**src/inc/csf_pkg.sv**
```systemverilog
/*
  Constants for the processor status flag register.
  Assumes a single core clock and an 8-bit register address space.
*/
`default_nettype none
package csf_pkg;
  // Register address in the upper system register set
  localparam logic [7:0] FLAGS_ADDR  = 8'hD5;
  // Bit positions
  localparam int         BIT_CARRY   = 7;
  localparam int         BIT_ZERO    = 6;
  localparam int         BIT_SIGN    = 5;
  localparam int         BIT_OVFL    = 4;
  localparam int         BIT_DECADJ  = 3;
  localparam int         BIT_HALF    = 2;
  localparam int         BIT_FASTIRQ = 1;
  localparam int         BIT_BANK    = 0;
  // Lowest bit written by the datapath
  localparam int         ALU_LSB     = 2;
  localparam logic [7:0] FLAGS_RESET = 8'h00;
  localparam logic [7:0] RD_UNMAPPED = 8'h00;
  localparam logic [7:0] SIGN_MIN    = 8'h80;

  typedef enum logic [2:0]
  {
    CSF_OP_ADD  = 3'h0,
    CSF_OP_ADC  = 3'h1,
    CSF_OP_SUB  = 3'h3,
    CSF_OP_SBC  = 3'h2,
    CSF_OP_AND  = 3'h6,
    CSF_OP_OR   = 3'h7,
    CSF_OP_XOR  = 3'h5,
    CSF_OP_PASS = 3'h4
  } csf_op_e;
endpackage : csf_pkg
`default_nettype wire

```
**src/inc/csf_alu_if.sv**
```systemverilog
/*
  Carrier between the flag register and its flag calculator.
  Assumes both ends share the core clock.
*/
`timescale 1ns/1ns
`default_nettype none
interface csf_alu_if;
  csf_pkg::csf_op_e op;
  logic [7:0]       opA;
  logic [7:0]       opB;
  logic             carryIn;
  logic [7:0]       result;
  logic [7:0]       flags;

  modport core (output op, output opA, output opB, output carryIn,
                input result, input flags);
  modport calc (input op, input opA, input opB, input carryIn,
                output result, output flags);
endinterface : csf_alu_if
`default_nettype wire

```
**src/hw/csf_flag_calc.sv**
```systemverilog
/*
  Combinational result and flag calculation for one ALU operation.
  Assumes operands are stable for the cycle; only bits 7..2 of flags are meaningful.
*/
`timescale 1ns/1ns
`default_nettype none
module csf_flag_calc
(
  csf_alu_if.calc alu
);
  logic [8:0] wide;
  logic [4:0] nib;
  logic       ci;
  logic       isSub;
  logic       isArith;

  always_comb
  begin
    ci      = (alu.op == csf_pkg::CSF_OP_ADC || alu.op == csf_pkg::CSF_OP_SBC) ? alu.carryIn : 1'b0;
    isSub   = (alu.op == csf_pkg::CSF_OP_SUB || alu.op == csf_pkg::CSF_OP_SBC);
    isArith = isSub || alu.op == csf_pkg::CSF_OP_ADD || alu.op == csf_pkg::CSF_OP_ADC;
    wide    = 9'h000;
    nib     = 5'h00;
    case (alu.op)
      csf_pkg::CSF_OP_ADD, csf_pkg::CSF_OP_ADC:
      begin
        wide = {1'b0, alu.opA} + {1'b0, alu.opB} + {8'h00, ci};
        nib  = {1'b0, alu.opA[3:0]} + {1'b0, alu.opB[3:0]} + {4'h0, ci};
      end
      csf_pkg::CSF_OP_SUB, csf_pkg::CSF_OP_SBC:
      begin
        wide = {1'b0, alu.opA} - {1'b0, alu.opB} - {8'h00, ci};
        nib  = {1'b0, alu.opA[3:0]} - {1'b0, alu.opB[3:0]} - {4'h0, ci};
      end
      csf_pkg::CSF_OP_AND: wide = {1'b0, alu.opA & alu.opB};
      csf_pkg::CSF_OP_OR:  wide = {1'b0, alu.opA | alu.opB};
      csf_pkg::CSF_OP_XOR: wide = {1'b0, alu.opA ^ alu.opB};
      default:             wide = {1'b0, alu.opA};
    endcase
  end

  assign alu.result = wide[7:0];

  always_comb
  begin
    alu.flags = 8'h00;
    alu.flags[csf_pkg::BIT_CARRY]  = isArith & wide[8];
    alu.flags[csf_pkg::BIT_ZERO]   = (wide[7:0] == 8'h00);
    alu.flags[csf_pkg::BIT_SIGN]   = wide[7];
    alu.flags[csf_pkg::BIT_OVFL]   = isArith & ((alu.opA[7] ^ alu.opB[7]) == isSub)
                                     & (wide[7] != alu.opA[7]);
    alu.flags[csf_pkg::BIT_DECADJ] = isSub;
    alu.flags[csf_pkg::BIT_HALF]   = isArith & nib[4];
  end
endmodule : csf_flag_calc
`default_nettype wire

```
**src/hw/csf_status_flags.sv**
```systemverilog
/*
  Processor status flag register with datapath and register-addressed access.
  Assumes the core issues one ALU update and one register access per cycle on core_clk.
*/
`timescale 1ns/1ns
`default_nettype none
module csf_status_flags
(
  input  wire logic                   core_clk,
  input  wire logic                   rst_b,
  input  wire logic [7:0]             regAddr,
  input  wire logic                   regWr,
  input  wire logic                   regRd,
  input  wire logic [7:0]             regWrData,
  output logic      [7:0]             regRdData,
  input  wire logic                   aluValid,
  input  wire csf_pkg::csf_op_e       aluOp,
  input  wire logic [7:0]             aluA,
  input  wire logic [7:0]             aluB,
  input  wire logic [5:0]             aluAffect,
  output logic      [7:0]             aluResult,
  input  wire logic                   fastIrqEnter,
  input  wire logic                   irqReturnStart,
  output logic      [7:0]             flags
);
  logic [7:0] flags_q;
  logic [7:0] rdData_q;
  logic [7:0] result_q;
  logic       wrHit;
  logic       rdHit;

  csf_alu_if aluIf ();

  //////////////////////////////////////////////////////////////////////
  // Datapath hookup
  assign aluIf.op      = aluOp;
  assign aluIf.opA     = aluA;
  assign aluIf.opB     = aluB;
  assign aluIf.carryIn = flags_q[csf_pkg::BIT_CARRY];

  csf_flag_calc u_calc
  (
    .alu (aluIf.calc)
  );

  //////////////////////////////////////////////////////////////////////
  // Address decode
  // fixed address match
  assign wrHit = regWr && (regAddr == csf_pkg::FLAGS_ADDR);
  assign rdHit = regRd && (regAddr == csf_pkg::FLAGS_ADDR);

  //////////////////////////////////////////////////////////////////////
  // Arithmetic flags, bits 7..2
  generate
    for (genvar i = csf_pkg::ALU_LSB; i < 8; i++)
    begin : g_flag
      always_ff @(posedge core_clk or negedge rst_b)
      begin
        if (!rst_b)
        begin
          flags_q[i] <= csf_pkg::FLAGS_RESET[i];
        end
        else if (wrHit)
        begin
          flags_q[i] <= regWrData[i];
        end
        else if (aluValid && aluAffect[i-csf_pkg::ALU_LSB])
        begin
          flags_q[i] <= aluIf.flags[i];
        end
      end
    end
  endgenerate

  //////////////////////////////////////////////////////////////////////
  // Fast interrupt status, read-only
  always_ff @(posedge core_clk or negedge rst_b)
  begin
    if (!rst_b)
    begin
      flags_q[csf_pkg::BIT_FASTIRQ] <= csf_pkg::FLAGS_RESET[csf_pkg::BIT_FASTIRQ];
    end
    else if (fastIrqEnter)
    begin
      flags_q[csf_pkg::BIT_FASTIRQ] <= 1'b1;
    end
    else if (irqReturnStart)
    begin
      flags_q[csf_pkg::BIT_FASTIRQ] <= 1'b0;
    end
  end

  //////////////////////////////////////////////////////////////////////
  // Bank select
  always_ff @(posedge core_clk or negedge rst_b)
  begin
    if (!rst_b)
    begin
      flags_q[csf_pkg::BIT_BANK] <= csf_pkg::FLAGS_RESET[csf_pkg::BIT_BANK];
    end
    else if (wrHit)
    begin
      flags_q[csf_pkg::BIT_BANK] <= regWrData[csf_pkg::BIT_BANK];
    end
  end

  //////////////////////////////////////////////////////////////////////
  // Read port and result
  always_ff @(posedge core_clk or negedge rst_b)
  begin
    if (!rst_b)
    begin
      rdData_q <= csf_pkg::RD_UNMAPPED;
    end
    else if (rdHit)
    begin
      rdData_q <= flags_q;
    end
    else if (regRd)
    begin
      rdData_q <= csf_pkg::RD_UNMAPPED;
    end
  end

  always_ff @(posedge core_clk or negedge rst_b)
  begin
    if (!rst_b)
    begin
      result_q <= 8'h00;
    end
    else if (aluValid)
    begin
      result_q <= aluIf.result;
    end
  end

  assign regRdData = rdData_q;
  assign aluResult = result_q;
  assign flags     = flags_q;

  //////////////////////////////////////////////////////////////////////
  // Checks
  logic aluC;
  logic aluV;
  logic aluH;
  logic [8:0] subW;
  logic [4:0] subN;
  logic [7:0] addS;
  always_comb
  begin
    subW = {1'b0, aluA} - {1'b0, aluB};
    subN = {1'b0, aluA[3:0]} - {1'b0, aluB[3:0]};
    addS = aluA + aluB;
    aluC = subW[8];
    aluH = subN[4];
    aluV = (aluA[7] == aluB[7]) && (addS[7] != aluA[7]);
  end
endmodule : csf_status_flags
`default_nettype wire

```
**config.mk**
```make
export PLATFORM = sky130hd
export DESIGN_NAME = csf_status_flags
export DESIGN_NICKNAME = d
export VERILOG_FILES = /design/src/inc/csf_pkg.sv /design/src/inc/csf_alu_if.sv /design/src/hw/csf_flag_calc.sv /design/src/hw/csf_status_flags.sv
export SDC_FILE = /design/constraint.sdc
export NUM_CORES = 1
export LEC_CHECK = 0
export BUFFER_PORTS_ARGS = -buffer_cell sky130_fd_sc_hd__clkbuf_2
export CAP_MARGIN = 0
export CORE_MARGIN = 4
export CORE_UTILIZATION = 30
export DETAILED_ROUTE_END_ITERATION = 12
export GPL_TIMING_DRIVEN = 0
export SLEW_MARGIN = 10
export SYNTH_ARGS = -nofsm -noshare
export SYNTH_HDL_FRONTEND = slang
export SYNTH_SLANG_ARGS = --single-unit
export TNS_END_PERCENT = 1
```
**constraint.sdc**
```tcl
create_clock -name core_clk -period 2.7 [get_ports core_clk]
set_input_delay 0.27 -clock core_clk [delete_from_list [all_inputs] [get_ports core_clk]]
set_output_delay 0.27 -clock core_clk [all_outputs]
set_load 0.02 [all_outputs]
```
# After elaboration in Yosys (flattened, before gate mapping)
# Cells that the tools add are included.
# word_totals
reg_bits	24
input_bits	48
# classes
addsub	8
n_eq_ne	9
mux	19
bitwise	8
reduce_logical	24
# ops
operator	count
$pmux 9 s5	1
$mux 8	2
$reduce_bool 2->1	8
$mux 1	15
$pmux 5 s2	1
$add 8x8->9	1
$add 9x1->9	1
$eq 3x3->1 const B	3
$sub 8x8->9	1
$sub 9x1->9	1
$and 8x8->8	1
$eq 8x8->1 const B	1
$logic_and 1x1->1	8
$logic_not 8->1	1
$or 8x8->8	1
$xor 8x8->8	1
$eq 3x2->1 const B	2
$add 4x4->5	1
$add 5x1->5	1
$sub 4x4->5	1
$sub 5x1->5	1
$and 1x1->1	4
$logic_or 1x1->1	4
$reduce_or 2->1	2
5 further kinds	5

# Longest topological paths before layout
# Gate-level depths: netlist (run 1).
# depth
depth_word	9
mapped_depth	15
ltp_nobuf	13

# By module
# A second synthesis (run 1) with hierarchy kept.
# hier_totals
hier_cells	281
hier_area_um2	2576.2
# modules_own_cells
module	n_inst	cells_per_inst	area_per_inst_um2	seq_area_each_um2
csf_flag_calc	1	195	1487.7	0.0
csf_status_flags	1	86	1088.5	600.6

# Least setup slack after synthesis (run 1)
# No wires, ideal clock.
# synth_timing
path_kind	input to register
startpoint	input aluOp[1]
endpoint	register flags_q[6] (netlist: flags[6])
arrival_ns	3.390
required_time_ns	2.624
slack_ns	-0.766
path_stages	13
path_buffers	2
path_cell_list	buf_6 -> clkbuf_1 -> xor2_1 -> nand3b_1 -> fa_1 -> fa_1 -> mux2i_1 -> xnor2_1 -> mux2i_1 -> a2111o_1 -> or4_1 -> or4_1 -> o21ai_1
# synth_between
elab_chain_len	8
elab_cells_between_ends	17
cone_classes	2 x add/sub; 6 x eq/ne; 4 x mux; 5 x reduce/logical
# synth_rtl
element	line	source
start, declared	csf_status_flags.sv:17	input wire csf_pkg::csf_op_e aluOp,
$eq 3x1->1 or $eq 3x2->1 (tied branches)	csf_flag_calc.sv:19, csf_flag_calc.sv:24	
$logic_or 1x1->1	csf_flag_calc.sv:19	ci = (alu.op == csf_pkg::CSF_OP_ADC || alu.op == csf_pkg::CSF_OP_SBC) ? alu.carryIn : 1'b0;
$mux 1	csf_flag_calc.sv:19	
$sub 9x1->9 or $add 9x1->9 (tied branches)	csf_flag_calc.sv:32, csf_flag_calc.sv:27	
$pmux 9 s5 (*)	csf_flag_calc.sv:24	case (alu.op)
$logic_not 8->1 (*)	csf_flag_calc.sv:48	alu.flags[csf_pkg::BIT_ZERO] = (wide[7:0] == 8'h00);
$mux 1 (*)	csf_status_flags.sv:67	else if (aluValid && aluAffect[i-csf_pkg::ALU_LSB])
$mux 1 (*)	csf_status_flags.sv:63	else if (wrHit)
end signal, assigned by index	csf_status_flags.sv:61	flags_q[i] <= csf_pkg::FLAGS_RESET[i];
end signal, assigned by index	csf_status_flags.sv:65	flags_q[i] <= regWrData[i];
end signal, assigned by index	csf_status_flags.sv:69	flags_q[i] <= aluIf.flags[i];
end, declared	csf_status_flags.sv:26	logic [7:0] flags_q;
# Mark *: on every way between the ends. The rest lies on a longest branch, timed or not. The select of a mux whose other input is x is not followed.
# A chain may end at the register's enable or synchronous reset.

# Worst setup path after layout (run 1)
# layout_timing
startpoint	input aluOp[0]
endpoint	register flags_q[6] (netlist: flags[6])
# Same word-level chain as after synthesis.

==> key figures, run 1 <==
Clock tree
  – Clk root buf: clkbuf_8
  – Num CTS Buffers: 3
  – Num Clock Sinks: 24
  – CTS tree: done
  – Hold_buf cts: 0
  – Maximum clock path buffer count: 2
  – Worst-Skew Late Latency: 0.26 ns
  – Clock transition at path regs: around 0.08 ns
  – # H-tree levels: 1

Logic synthesis
  – Top cells by count, synth: 42 x inv_1, 32 x nand2_1, 30 x ha_1, 25 x o21ai_0, 24 x dfrtp_1
  – #FFs+latches synth: 24
  – Synth warn: 0
  – Largest area contributor in the netlist: dfrtp_1
  – Fraction of registers with async set/reset: 100%
  – Post-synth top area share: between 20% and 30%
  – Register area share after synthesis: around a quarter
  – Netlist cell types: 49
  – Syn Area/Cell: 8.38 um^2
  – Main synth FF type: dfrtp_1
  – Number of enable flip-flop cells after synthesis: 0
  – Synth Net Count: about 380
  – Top cells by area, synth: dfrtp_1 24%, ha_1 15%, inv_1 6.4%, o21ai_0 5.1%, nand2_1 4.9%
  – Mapped Cells: roughly 300
  – Mapped cell area: 2470 um^2
  – Most frequent cell after synthesis: inv_1

Worst setup path
  – CP arrival: between 3 and 4 ns
  – Crit path largest cell delay: approximately 0.5 ns
  – CP max FO: 10
  – Crit path kind: in2reg
  – Worst R2R Setup Slack: -0.40 ns
  – Crit path launch type: input port
  – Cells along the critical path: clkbuf_16 -> clkbuf_16 -> xor2_1 -> nand3b_1 -> fa_2 -> fa_2 -> mux2i_1 -> xnor2_1 -> mux2i_1 -> a2111o_1 -> or4_1 -> or4_1 -> o21ai_1
  – R2r worst-path depth: 10
  – CP top delay family: simple AND/OR/NAND/NOR gates
  – Slowest CP cell: or4_1
  – Worst R2R End: flags[6]$_DFFE_PN0P_
  – CP endpoint kind: flip-flop
  – Worst path bufs/invs: 2
  – Reg2reg start: aluIf.carryIn$_DFFE_PN0P_
  – Worst EP required: 2.89 ns

Timing
  – Period utilization: 117%
  – Unrepaired setup endpoints after global routing: yes
  – Period minus WS final: between 3 and 4 ns
  – Final worst setup slack: -0.471 ns
  – Clock skew: ~0.0012 ns
  – Worst-Margin Slew: a little under 0.7 ns
  – Hold slack final: -0.00478 ns
  – Slew Limit Fails: 0
  – Final Setup Violations: 5
  – Max Freq: roughly 0.32 GHz
  – Relative slew margins: approximately 55%
  – Final number of hold-violating endpoints: 16

Detailed routing
  – Vias: ~2,300
  – Antenna Nets Post-Route: 0
  – First-pass iteration count of the detailed router: 4
  – DR iter-0 viols: 106
  – DR vias/cell: 4.96
  – DR DRC count: 0
  – Routed wire per std cell: roughly 15 um
  – Post-Route WL: about 6900 um

Floorplanning
  – Row count: 32
  – Die Width: approximately 99 um
  – Die area: around 9800 um^2
  – Core footprint: about 7900 um^2
  – Io pins: 72
  – Initial Util: 31.3%
  – DIE HEIGHT: between 90 and 100 um

Place
  – Dpl cells: 465
  – GPL Wtd Cong: 0.885
  – DPL Wire Length: between 5000 and 6000 um
  – Port buffer count: approximately 70

Status
  – Status: complete, but fails checks
  – Violated checks: negative hold slack, negative setup slack

Power
  – Peak VDD IR: approximately 0.16 mV
  – Static leakage: about 1.6 nW
  – Total Power: 0.00121 W
  – Pwr/cell area: 383 nW/um^2

Finish
  – Syn-to-layout area delta: 27.6%
  – Post-route insts no fill: 472
  – Multi-input logic area: approximately 1700 um^2
  – Diode count: 0
  – Storage cell area: roughly 600 um^2
  – Fillers: about 830
  – # nets final: approximately 450
  – Layout cell share with drive strength beyond 1: between 20 and 30%

GRT
  – GRT Max-Usage Layer: met2
  – Initial antenna violation count: 0
  – Met3 Use GR: roughly 1.8%
  – Pin count of the biggest net entering global routing: 25
  – Number of global-route vias before repair: about 2,300
  – First-pass GRT wire length: between 10,000 and 15,000 um
  – Grt total ovfl: 0
  – Met2 usage: between 20% and 30%
  – GRT met1 Usage: 18.8%
  – All-Layer GR Usage: approximately 14%

Min path
  – Hold WC Path Type: in2async

Flow run
  – Max_cap viols: 0
-- worst reg2reg max path, cell delays in order (launching register included) --
cell	delay (ns)
dfrtp_2	0.39
nand3b_1	0.13
fa_2	0.39
fa_2	0.37
mux2i_1	0.17
xnor2_1	0.13
mux2i_1	0.11
a2111o_1	0.29
or4_1	0.49
or4_1	0.42
o21ai_1	0.13
-- sequential cells by signal, indices dropped and copies added, names as in the netlist --
register	cells
aluIf.carryIn	1
flags	7
aluResult	8
regRdData	8
-- worst max path at each step --
stage,from,to,slack [ns],depth (start not counted)
detailed placement,aluOp[0],flags[6]$_DFFE_PN0P_,-1.14,13
global placement,aluOp[0],flags[6]$_DFFE_PN0P_,-1.10,14
CTS,aluOp[0],flags[6]$_DFFE_PN0P_,-0.50,13
finish,aluOp[0],flags[6]$_DFFE_PN0P_,-0.47,13
floorplan,aluOp[1],flags[6]$_DFFE_PN0P_,-0.53,13
global route,aluOp[0],flags[6]$_DFFE_PN0P_,-0.62,13
-- per-layer routing --
| layer | routed length [um] | vias to the layer above |
|---|---|---|
| li1 | - | 1171 |
| met1 | 3060 | 1096 |
| met2 | 3390 | 65 |
| met3 | 358 | 9 |
| met4 | 82 | 0 |
| met5 | 0 | - |
-- cells by family (layout without fill, tap and decap cells) --
group | Yosys count | in the layout | share of synthesized area [%]
mux | 20 | 20 | 10.7
flops | 24 | 24 | 24.3
compound gates | 73 | 73 | 18.5
xor+xnor | 11 | 11 | 3.90
buf+inv | 54 | 129 | 8.86
fa+ha+maj | 34 | 34 | 18.4
simple gates | 79 | 79 | 15.2
-- power breakdown --
| part | switching [W] | internal, W | leakage [nW] |
|---|---|---|---|
| clock | 0.000106 | 0.0000996 | 0.0216 |
| combinational | 0.000319 | 0.000256 | 1.25 |
| sequential | 0.0000270 | 0.000399 | 0.308 |
| total | 0.000452 | 0.000755 | 1.58 |
-- metrics by stage --
| stage | setup WS (ns) | area (um^2) | TNS (ns) | utilization [%] |
|---|---|---|---|---|
| after floorplan | -0.531 | 2490 | -0.611 | - |
| after global placement | -1.10 | 2960 | -6.60 | 37.5 |
| after detailed placement | -1.14 | 2960 | -6.91 | 37.5 |
| after CTS | -0.497 | 3120 | -0.849 | 39.5 |
| after global routing | -0.618 | 3150 | -1.92 | 40.0 |
| final | -0.471 | 3150 | -0.985 | 40.0 |
-- layout by cell type, fill, tap and decap left out, drive strengths merged, types with 5 or more instances in the layout --
master,netlist,routed
nand2b,5,5
nand2,32,32
mux2,9,9
clkbuf,9,79
ha,30,30
o21ai,26,26
a21oi,17,17
xnor2,5,5
buf,2,7
mux2i,7,7
dfrtp,24,24
inv,43,43
xor2,6,6
nor2,18,18
a21o,6,6
-- area by class of cell --
| type | instances | area share (%) |
|---|---|---|
| Buffer | 10 | 3.85 |
| Tap cell | 102 | 4.05 |
| Multi-Input combinational cell | 217 | 53.6 |
| Timing Repair Buffer | 73 | 12.9 |
| Inverter | 43 | 5.28 |
| Sequential cell | 24 | 19.1 |
| Clock buffer | 3 | 1.31 |
-- timing repair --
item | 4_1_cts | 5_1_grt
pin swaps | 5 | 5
setup buffers | 2 | 3
resized for setup | 19 | 4
setup endpoints to repair | 11 | 8
Note: power is estimated with default switching activity, not from simulation.
==> run 2, diff against run 1 <==
--- a/config.mk
+++ b/config.mk
@@ -7,9 +7,11 @@
 export LEC_CHECK = 0
 export BUFFER_PORTS_ARGS = -buffer_cell sky130_fd_sc_hd__clkbuf_2
 export CAP_MARGIN = 0
+export CORE_ASPECT_RATIO = 0.7
 export CORE_MARGIN = 4
 export CORE_UTILIZATION = 30
 export DETAILED_ROUTE_END_ITERATION = 12
+export GPL_ROUTABILITY_DRIVEN = 1
 export GPL_TIMING_DRIVEN = 0
 export SLEW_MARGIN = 10
 export SYNTH_ARGS = -nofsm -noshare
==> constraint.sdc (replaced) <==
create_clock -name core_clk -period 3.5 [get_ports core_clk]
set_input_delay 0.35 -clock core_clk [delete_from_list [all_inputs] [get_ports core_clk]]
set_output_delay 0.35 -clock core_clk [all_outputs]
set_load 0.02 [all_outputs]
==> key figures, run 2 (same netlist as run 1, synthesis figures left out) <==
GRT
  – Pin count of the biggest net entering global routing: 25 (unchanged)
  – First-pass GRT wire length: 11,200 um (-2.0%)
  – Initial antenna violation count: 0 (unchanged)
  – Grt total ovfl: 0 (unchanged)
  – All-Layer GR Usage: 14.1% (-0.021 points)
  – Number of global-route vias before repair: 2,261 (-3.3%)

Worst setup path
  – Cells along the critical path: clkbuf_4 -> xor2_1 -> nand3b_1 -> fa_2 -> fa_2 -> mux2i_1 -> xnor2_1 -> mux2i_1 -> a2111o_1 -> or4_1 -> or4_1 -> o21ai_1
  – Crit path largest cell delay: 0.51 ns (+0.02 ns)
  – R2r worst-path depth: 10 (unchanged)
  – Worst R2R End: flags[6]$_DFFE_PN0P_
  – Worst setup endpoint: flags[6]$_DFFE_PN0P_
  – Crit path launch type: input port
  – Worst R2R Setup Slack: 0.24 ns (+0.64 ns)
  – Reg2reg start: aluIf.carryIn$_DFFE_PN0P_
  – Crit path kind: in2reg
  – CP max FO: 16 (+6)
  – Worst EP required: 3.69 ns (+0.80 ns)
  – CP arrival: 3.48 ns (+0.12 ns)
  – Slowest CP cell: or4_1
  – Worst setup path start: aluOp[0]
  – CP endpoint kind: flip-flop

Detailed routing
  – Routed wire per std cell: 15.0 um (+2.7%)
  – DR DRC count: 0 (unchanged)
  – DR iter-0 viols: 245 (+130%)
  – DR vias/cell: 5.10 (+2.9%)
  – Antenna Nets Post-Route: 0 (unchanged)
  – First-pass iteration count of the detailed router: 5 (+1)
  – Vias: 2,378 (+1.6%)
  – Post-Route WL: 6990 um (+1.4%)

Timing
  – Max Freq: between 0.3 and 0.4 GHz
  – Final Setup Violations: 0 (-5)
  – Period utilization: 94.1%
  – Unrepaired setup endpoints after global routing: no
  – Clock skew: 0.00243 ns (+0.00126 ns)
  – Worst-Margin Slew: 0.621 ns (-0.0529 ns)
  – Relative slew margins: 58.6% (+3.7 points)
  – Setup TNS: 0 ns (+0.985 ns)
  – Final number of hold-violating endpoints: 0 (-16)
  – Period minus WS final: between 3 and 4 ns
  – Slew Limit Fails: 0 (unchanged)

Floorplanning
  – DIE HEIGHT: 83.9 um (-15%)
  – Io pins: 72 (unchanged)
  – Die Width: 116 um (+18%)
  – Die area: 9780 um^2 (+0.23%)
  – Row count: 27 (-16%)
  – Initial Util: 31.1% (-0.20 points)
  – Core footprint: 7940 um^2 (+0.65%)

Status
  – Status: finished clean

Place
  – GPL Wtd Cong: 0.898 (+1.4%)
  – Instance area at placement: 2940 um^2 (-0.68%)
  – Port buffer count: 68 (unchanged)
  – DPL Wire Length: 5870 um (+5.0%)

Clock tree
  – Num Clock Sinks: 24 (unchanged)
  – CTS tree: done
  – # H-tree levels: 1 (unchanged)
  – Clk root buf: clkbuf_16
  – Postcts setup bufs: 0 (-2)
  – Num CTS Buffers: 3 (unchanged)
  – Worst-Skew Late Latency: 0.26 ns (about the same)
  – Maximum clock path buffer count: 2 (unchanged)
  – Clock transition at path regs: 0.06 ns (-0.02 ns)

Finish
  – Cell area after layout: 3060 um^2 (-3.1%)
  – Most frequent cells in the layout: 66 x clkbuf_2, 42 x inv_1, 32 x nand2_1
  – Diode count: 0 (unchanged)
  – # nets final: 448 (-1.3%)
  – Fillers: 814 (-2.3%)
  – Multi-input logic area: 1660 um^2 (-1.9%)
  – Most common cell after layout, fill and taps aside: clkbuf_2
  – Fin util: 38.5% (-1.5 points)
  – Storage cell area: 601 um^2 (-0.21%)
  – Syn-to-layout area delta: 23.7%
  – Layout cell share with drive strength beyond 1: 25.2% (-2.9 points)

Power
  – Pwr/cell area: 350 nW/um^2 (-8.6%)
  – Total Power: 0.00107 W (-11%)
  – Peak VDD IR: 0.221 mV (+35%)
  – Static leakage: 1.55 nW (-2.3%)

Flow run
  – Max_cap viols: 0 (unchanged)

Min path
  – Hold WC Path Type: in2async
[run 2: power breakdown]
group          total, W  leakage [nW]  internal (W)  switching, W
Clock          0.000328        0.0511      0.000227      0.000101
Combinational  0.000413          1.18      0.000173      0.000240
Sequential     0.000329         0.310      0.000308     0.0000208
Total           0.00107          1.55      0.000708      0.000362
[run 2: layer usage]
| layer | global-route usage [%] | share of wire (%) | vias up | wire length [um] |
|---|---|---|---|---|
| li1 | - | - | 1162 | - |
| met2 | 20.9 | 44 | 91 | 3090 |
| met5 | 0 | 0 | - | 0 |
| met4 | 2.42 | 1.0 | 0 | 70 |
| met3 | 1.81 | 6.4 | 6 | 450 |
| met1 | 21.8 | 48 | 1119 | 3380 |
[run 2: worst min path at each step]
stage,slack [ns],from,endpoint
after floorplan,0.05,rst_b,aluIf.carryIn$_DFFE_PN0P_
after global placement,0.39,rst_b,flags[1]$_DFFE_PN0P_
after detailed placement,0.39,rst_b,flags[1]$_DFFE_PN0P_
after CTS,0.11,rst_b,flags[1]$_DFFE_PN0P_
after global routing,0.15,rst_b,flags[1]$_DFFE_PN0P_
final,0.09,rst_b,regRdData[1]$_DFFE_PN0P_
[run 2: cell type report]
cell class              instances  share of cell area, %
multi-input cells             217                   54.2
flip-flops and latches         24                   19.6
repair buffers                 68                   11.2
inverters                      43                   5.44
well taps                     101                   4.13
clock buffers                   3                   2.45
plain buffers                   9                   1.96
clock inverters                 1                  0.982
[run 2: through the flow]
step           instances  hold WS [ns]  worst slack (ns)
2_1_floorplan        295        0.0544            0.0443
3_3_place_gp         464         0.385            -0.598
3_5_place_dp         464         0.386            -0.592
4_1_cts              466         0.106            0.0194
5_1_grt              466         0.146           0.00851
6_report             466        0.0911             0.206
[run 2: repair_timing]
action                     in CTS  in global routing
hold buffers                    0                  0
gates resized for setup         3                  9
setup endpoints to repair       1                  1
[run 2: critical path: cells and delay by family]
family | cells | cell delay [ns]
AOI/OAI and AO/OA | 2 | 0.45
xor gates and xnor gates | 2 | 0.31
adders and majority gates | 2 | 0.75
buffers and inverters | 1 | 0.24
muxes | 2 | 0.30
and+or+nand+nor | 3 | 1.07
==> run 3, diff against run 2 <==
--- a/config.mk
+++ b/config.mk
@@ -9,10 +9,11 @@
 export CAP_MARGIN = 0
 export CORE_ASPECT_RATIO = 0.7
 export CORE_MARGIN = 4
-export CORE_UTILIZATION = 30
+export CORE_UTILIZATION = 45
 export DETAILED_ROUTE_END_ITERATION = 12
 export GPL_ROUTABILITY_DRIVEN = 1
 export GPL_TIMING_DRIVEN = 0
+export PLACE_DENSITY = 0.71
 export SLEW_MARGIN = 10
 export SYNTH_ARGS = -nofsm -noshare
 export SYNTH_HDL_FRONTEND = slang
==> key figures, run 3 (same netlist as run 1, synthesis figures left out) <==
Status
  – Status: finished clean

Power
  – Cell Int Power: 0.000633 W (-11%)
  – Static leakage: 1.53 nW (-1.0%)
  – Flop pwr share: 33.4% (+2.7 points)
  – Combinational Power Share: 41.4% (+2.8 points)
  – Switch Pwr: 0.000352 W (-2.7%)
  – Clock Power Share: 25.1% (-5.6 points)
  – Switch share: 35.8% (+1.9 points)
  – Pwr/cell area: 330 nW/um^2 (-5.7%)
  – Peak VDD IR: 0.207 mV (-6.4%)
  – Total Power: 0.000985 W (-7.9%)

Worst setup path
  – Worst path bufs/invs: 2 (+1)
  – Crit path launch type: input port
  – Worst R2R Setup Slack: 0.29 ns (+0.05 ns)
  – WP depth: 13 (+1)
  – Worst EP required: 3.71 ns (+0.02 ns)
  – CP endpoint kind: flip-flop
  – Worst setup path start: aluOp[1]
  – Reg2reg start: aluIf.carryIn$_DFFE_PN0P_
  – Worst R2R End: flags[6]$_DFFE_PN0P_
  – Crit path kind: in2reg
  – R2r worst-path depth: 10 (unchanged)
  – Cells along the critical path: buf_6 -> buf_6 -> xor2_1 -> nand3b_1 -> fa_2 -> fa_2 -> mux2i_1 -> xnor2_1 -> mux2i_1 -> a2111o_1 -> or4_1 -> or4_1 -> o21ai_1
  – CP max FO: 10 (-6)
  – Worst setup endpoint: flags[6]$_DFFE_PN0P_
  – CP arrival: 3.48 ns (about the same)
  – Slowest CP cell: or4_1
  – CP top delay family: simple AND/OR/NAND/NOR gates
  – Crit path largest cell delay: 0.52 ns (about the same)

Clock tree
  – Postcts setup bufs: 0 (unchanged)
  – Num CTS Buffers: 3 (unchanged)
  – Clock transition at path regs: 0.09 ns (+0.03 ns)
  – Worst-Skew Late Latency: 0.28 ns (+0.02 ns)
  – Num Clock Sinks: 24 (unchanged)
  – Maximum clock path buffer count: 2 (unchanged)
  – Hold_buf cts: 0 (unchanged)
  – Gates resized, CTS repair: 3 (unchanged)
  – # H-tree levels: 1 (unchanged)
  – Clk root buf: clkbuf_8
  – CTS tree: done

Detailed routing
  – DR iter-0 viols: 216 (-12%)
  – Vias: 2,308 (-2.9%)
  – DR vias/cell: 5.28 (+3.5%)
  – Antenna Nets Post-Route: 0 (unchanged)
  – First-pass iteration count of the detailed router: 5 (unchanged)
  – DR DRC count: 0 (unchanged)
  – Post-Route WL: 6520 um (-6.7%)
  – Routed wire per std cell: 14.9 um (-0.46%)

Finish
  – Syn-to-layout area delta: 20.9%
  – Fin util: 56.5% (+18 points)
  – Most frequent cells in the layout: 66 x clkbuf_2, 42 x inv_1, 32 x nand2_1
  – Post-route insts no fill: 437 (-6.2%)
  – Layout cell share with drive strength beyond 1: 25.2% (unchanged)
  – # nets final: 448 (unchanged)
  – Diode count: 0 (unchanged)
  – Most common cell after layout, fill and taps aside: clkbuf_2

Timing
  – Final Setup Violations: 0 (unchanged)
  – Slew Limit Fails: 0 (unchanged)
  – Max Freq: 0.306 GHz (+0.75%)
  – Unrepaired setup endpoints after global routing: no
  – Final number of hold-violating endpoints: 0 (unchanged)
  – Relative slew margins: 60.4% (+1.8 points)
  – Hold slack final: 0.0573 ns (-0.0338 ns)
  – Period minus WS final: 3.27 ns (-0.0246 ns)
  – Clock skew: 0.00540 ns (+0.00297 ns)
  – Worst-Margin Slew: 0.594 ns (-0.0273 ns)
  – Period utilization: 93.4% (-0.70 points)
  – Setup TNS: 0 ns (unchanged)

Floorplanning
  – Initial Util: 46.8% (+16 points)
  – Die area: 6760 um^2 (-31%)
  – Core footprint: 5290 um^2 (-33%)
  – Die Width: 96.6 um (-17%)
  – Row count: 22 (-19%)
  – Io pins: 72 (unchanged)
  – DIE HEIGHT: 70 um (-17%)

Flow run
  – Max_cap viols: 0 (unchanged)

Place
  – GPL Wtd Cong: 0.955 (+6.3%)
  – Dpl cells: 435 (-6.3%)
  – DPL Wire Length: 5420 um (-7.7%)
  – Port buffer count: 68 (unchanged)

GRT
  – Grt total ovfl: 0 (unchanged)
  – Pin count of the biggest net entering global routing: 25 (unchanged)
  – Number of global-route vias before repair: 2,138 (-5.4%)
  – First-pass GRT wire length: 10,600 um (-5.4%)
  – All-Layer GR Usage: 19.7% (+5.6 points)
  – Initial antenna violation count: 0 (unchanged)

Min path
  – Hold WC Path Type: in2async
[run 3: cell counts in the layout (fill, tap and decap cells not counted)]
No cell type changed its count.
[run 3: final cells by class]
| cell class | instances | area (um^2) |
|---|---|---|
| well taps | 72 | 90.1 |
| multi-input cells | 217 | 1660 |
| clock inverters | 1 | 30.0 |
| fillers | 525 | 2300 |
| flip-flops and latches | 24 | 601 |
| clock buffers | 3 | 41.3 |
| repair buffers | 68 | 343 |
| plain buffers | 9 | 60.1 |
| inverters | 43 | 166 |
[run 3: metal layers]
layer  track usage (%)  vias up  routed length (um)
met5                 0        -                   0
met4              3.11        0                  53
met3              2.91        7                 464
met2              27.1       75                2750
met1              32.2     1065                3260
li1                  -     1161                   -
[run 3: power by group through the flow]
stage	Clock (W)	Combinational (W)	Sequential (W)
global placement	0	0.000397	0.000332
finish	0.000248	0.000408	0.000330
floorplan	0	0.000236	0.000366
detailed placement	0	0.000402	0.000334
CTS	0.000251	0.000404	0.000329
global route	0.000262	0.000451	0.000334
[run 3: worst min path at each step]
| stage | end | depth (start not counted) | slack, ns | startpoint |
|---|---|---|---|---|
| 2_1_floorplan | aluIf.carryIn$_DFFE_PN0P_ | 0 | 0.05 | rst_b |
| 3_3_place_gp | flags[1]$_DFFE_PN0P_ | 1 | 0.38 | rst_b |
| 3_5_place_dp | flags[1]$_DFFE_PN0P_ | 1 | 0.39 | rst_b |
| 4_1_cts | flags[1]$_DFFE_PN0P_ | 1 | 0.09 | rst_b |
| 5_1_grt | flags[1]$_DFFE_PN0P_ | 1 | 0.11 | rst_b |
| 6_report | flags[1]$_DFFE_PN0P_ | 1 | 0.06 | rst_b |
[run 3: stage by stage]
step,area (um^2),worst slack [ns]
floorplan,2470,0.0443
global placement,2900,-0.540
detailed placement,2900,-0.589
CTS,2970,0.0236
global route,2990,0.0269
finish,2990,0.230
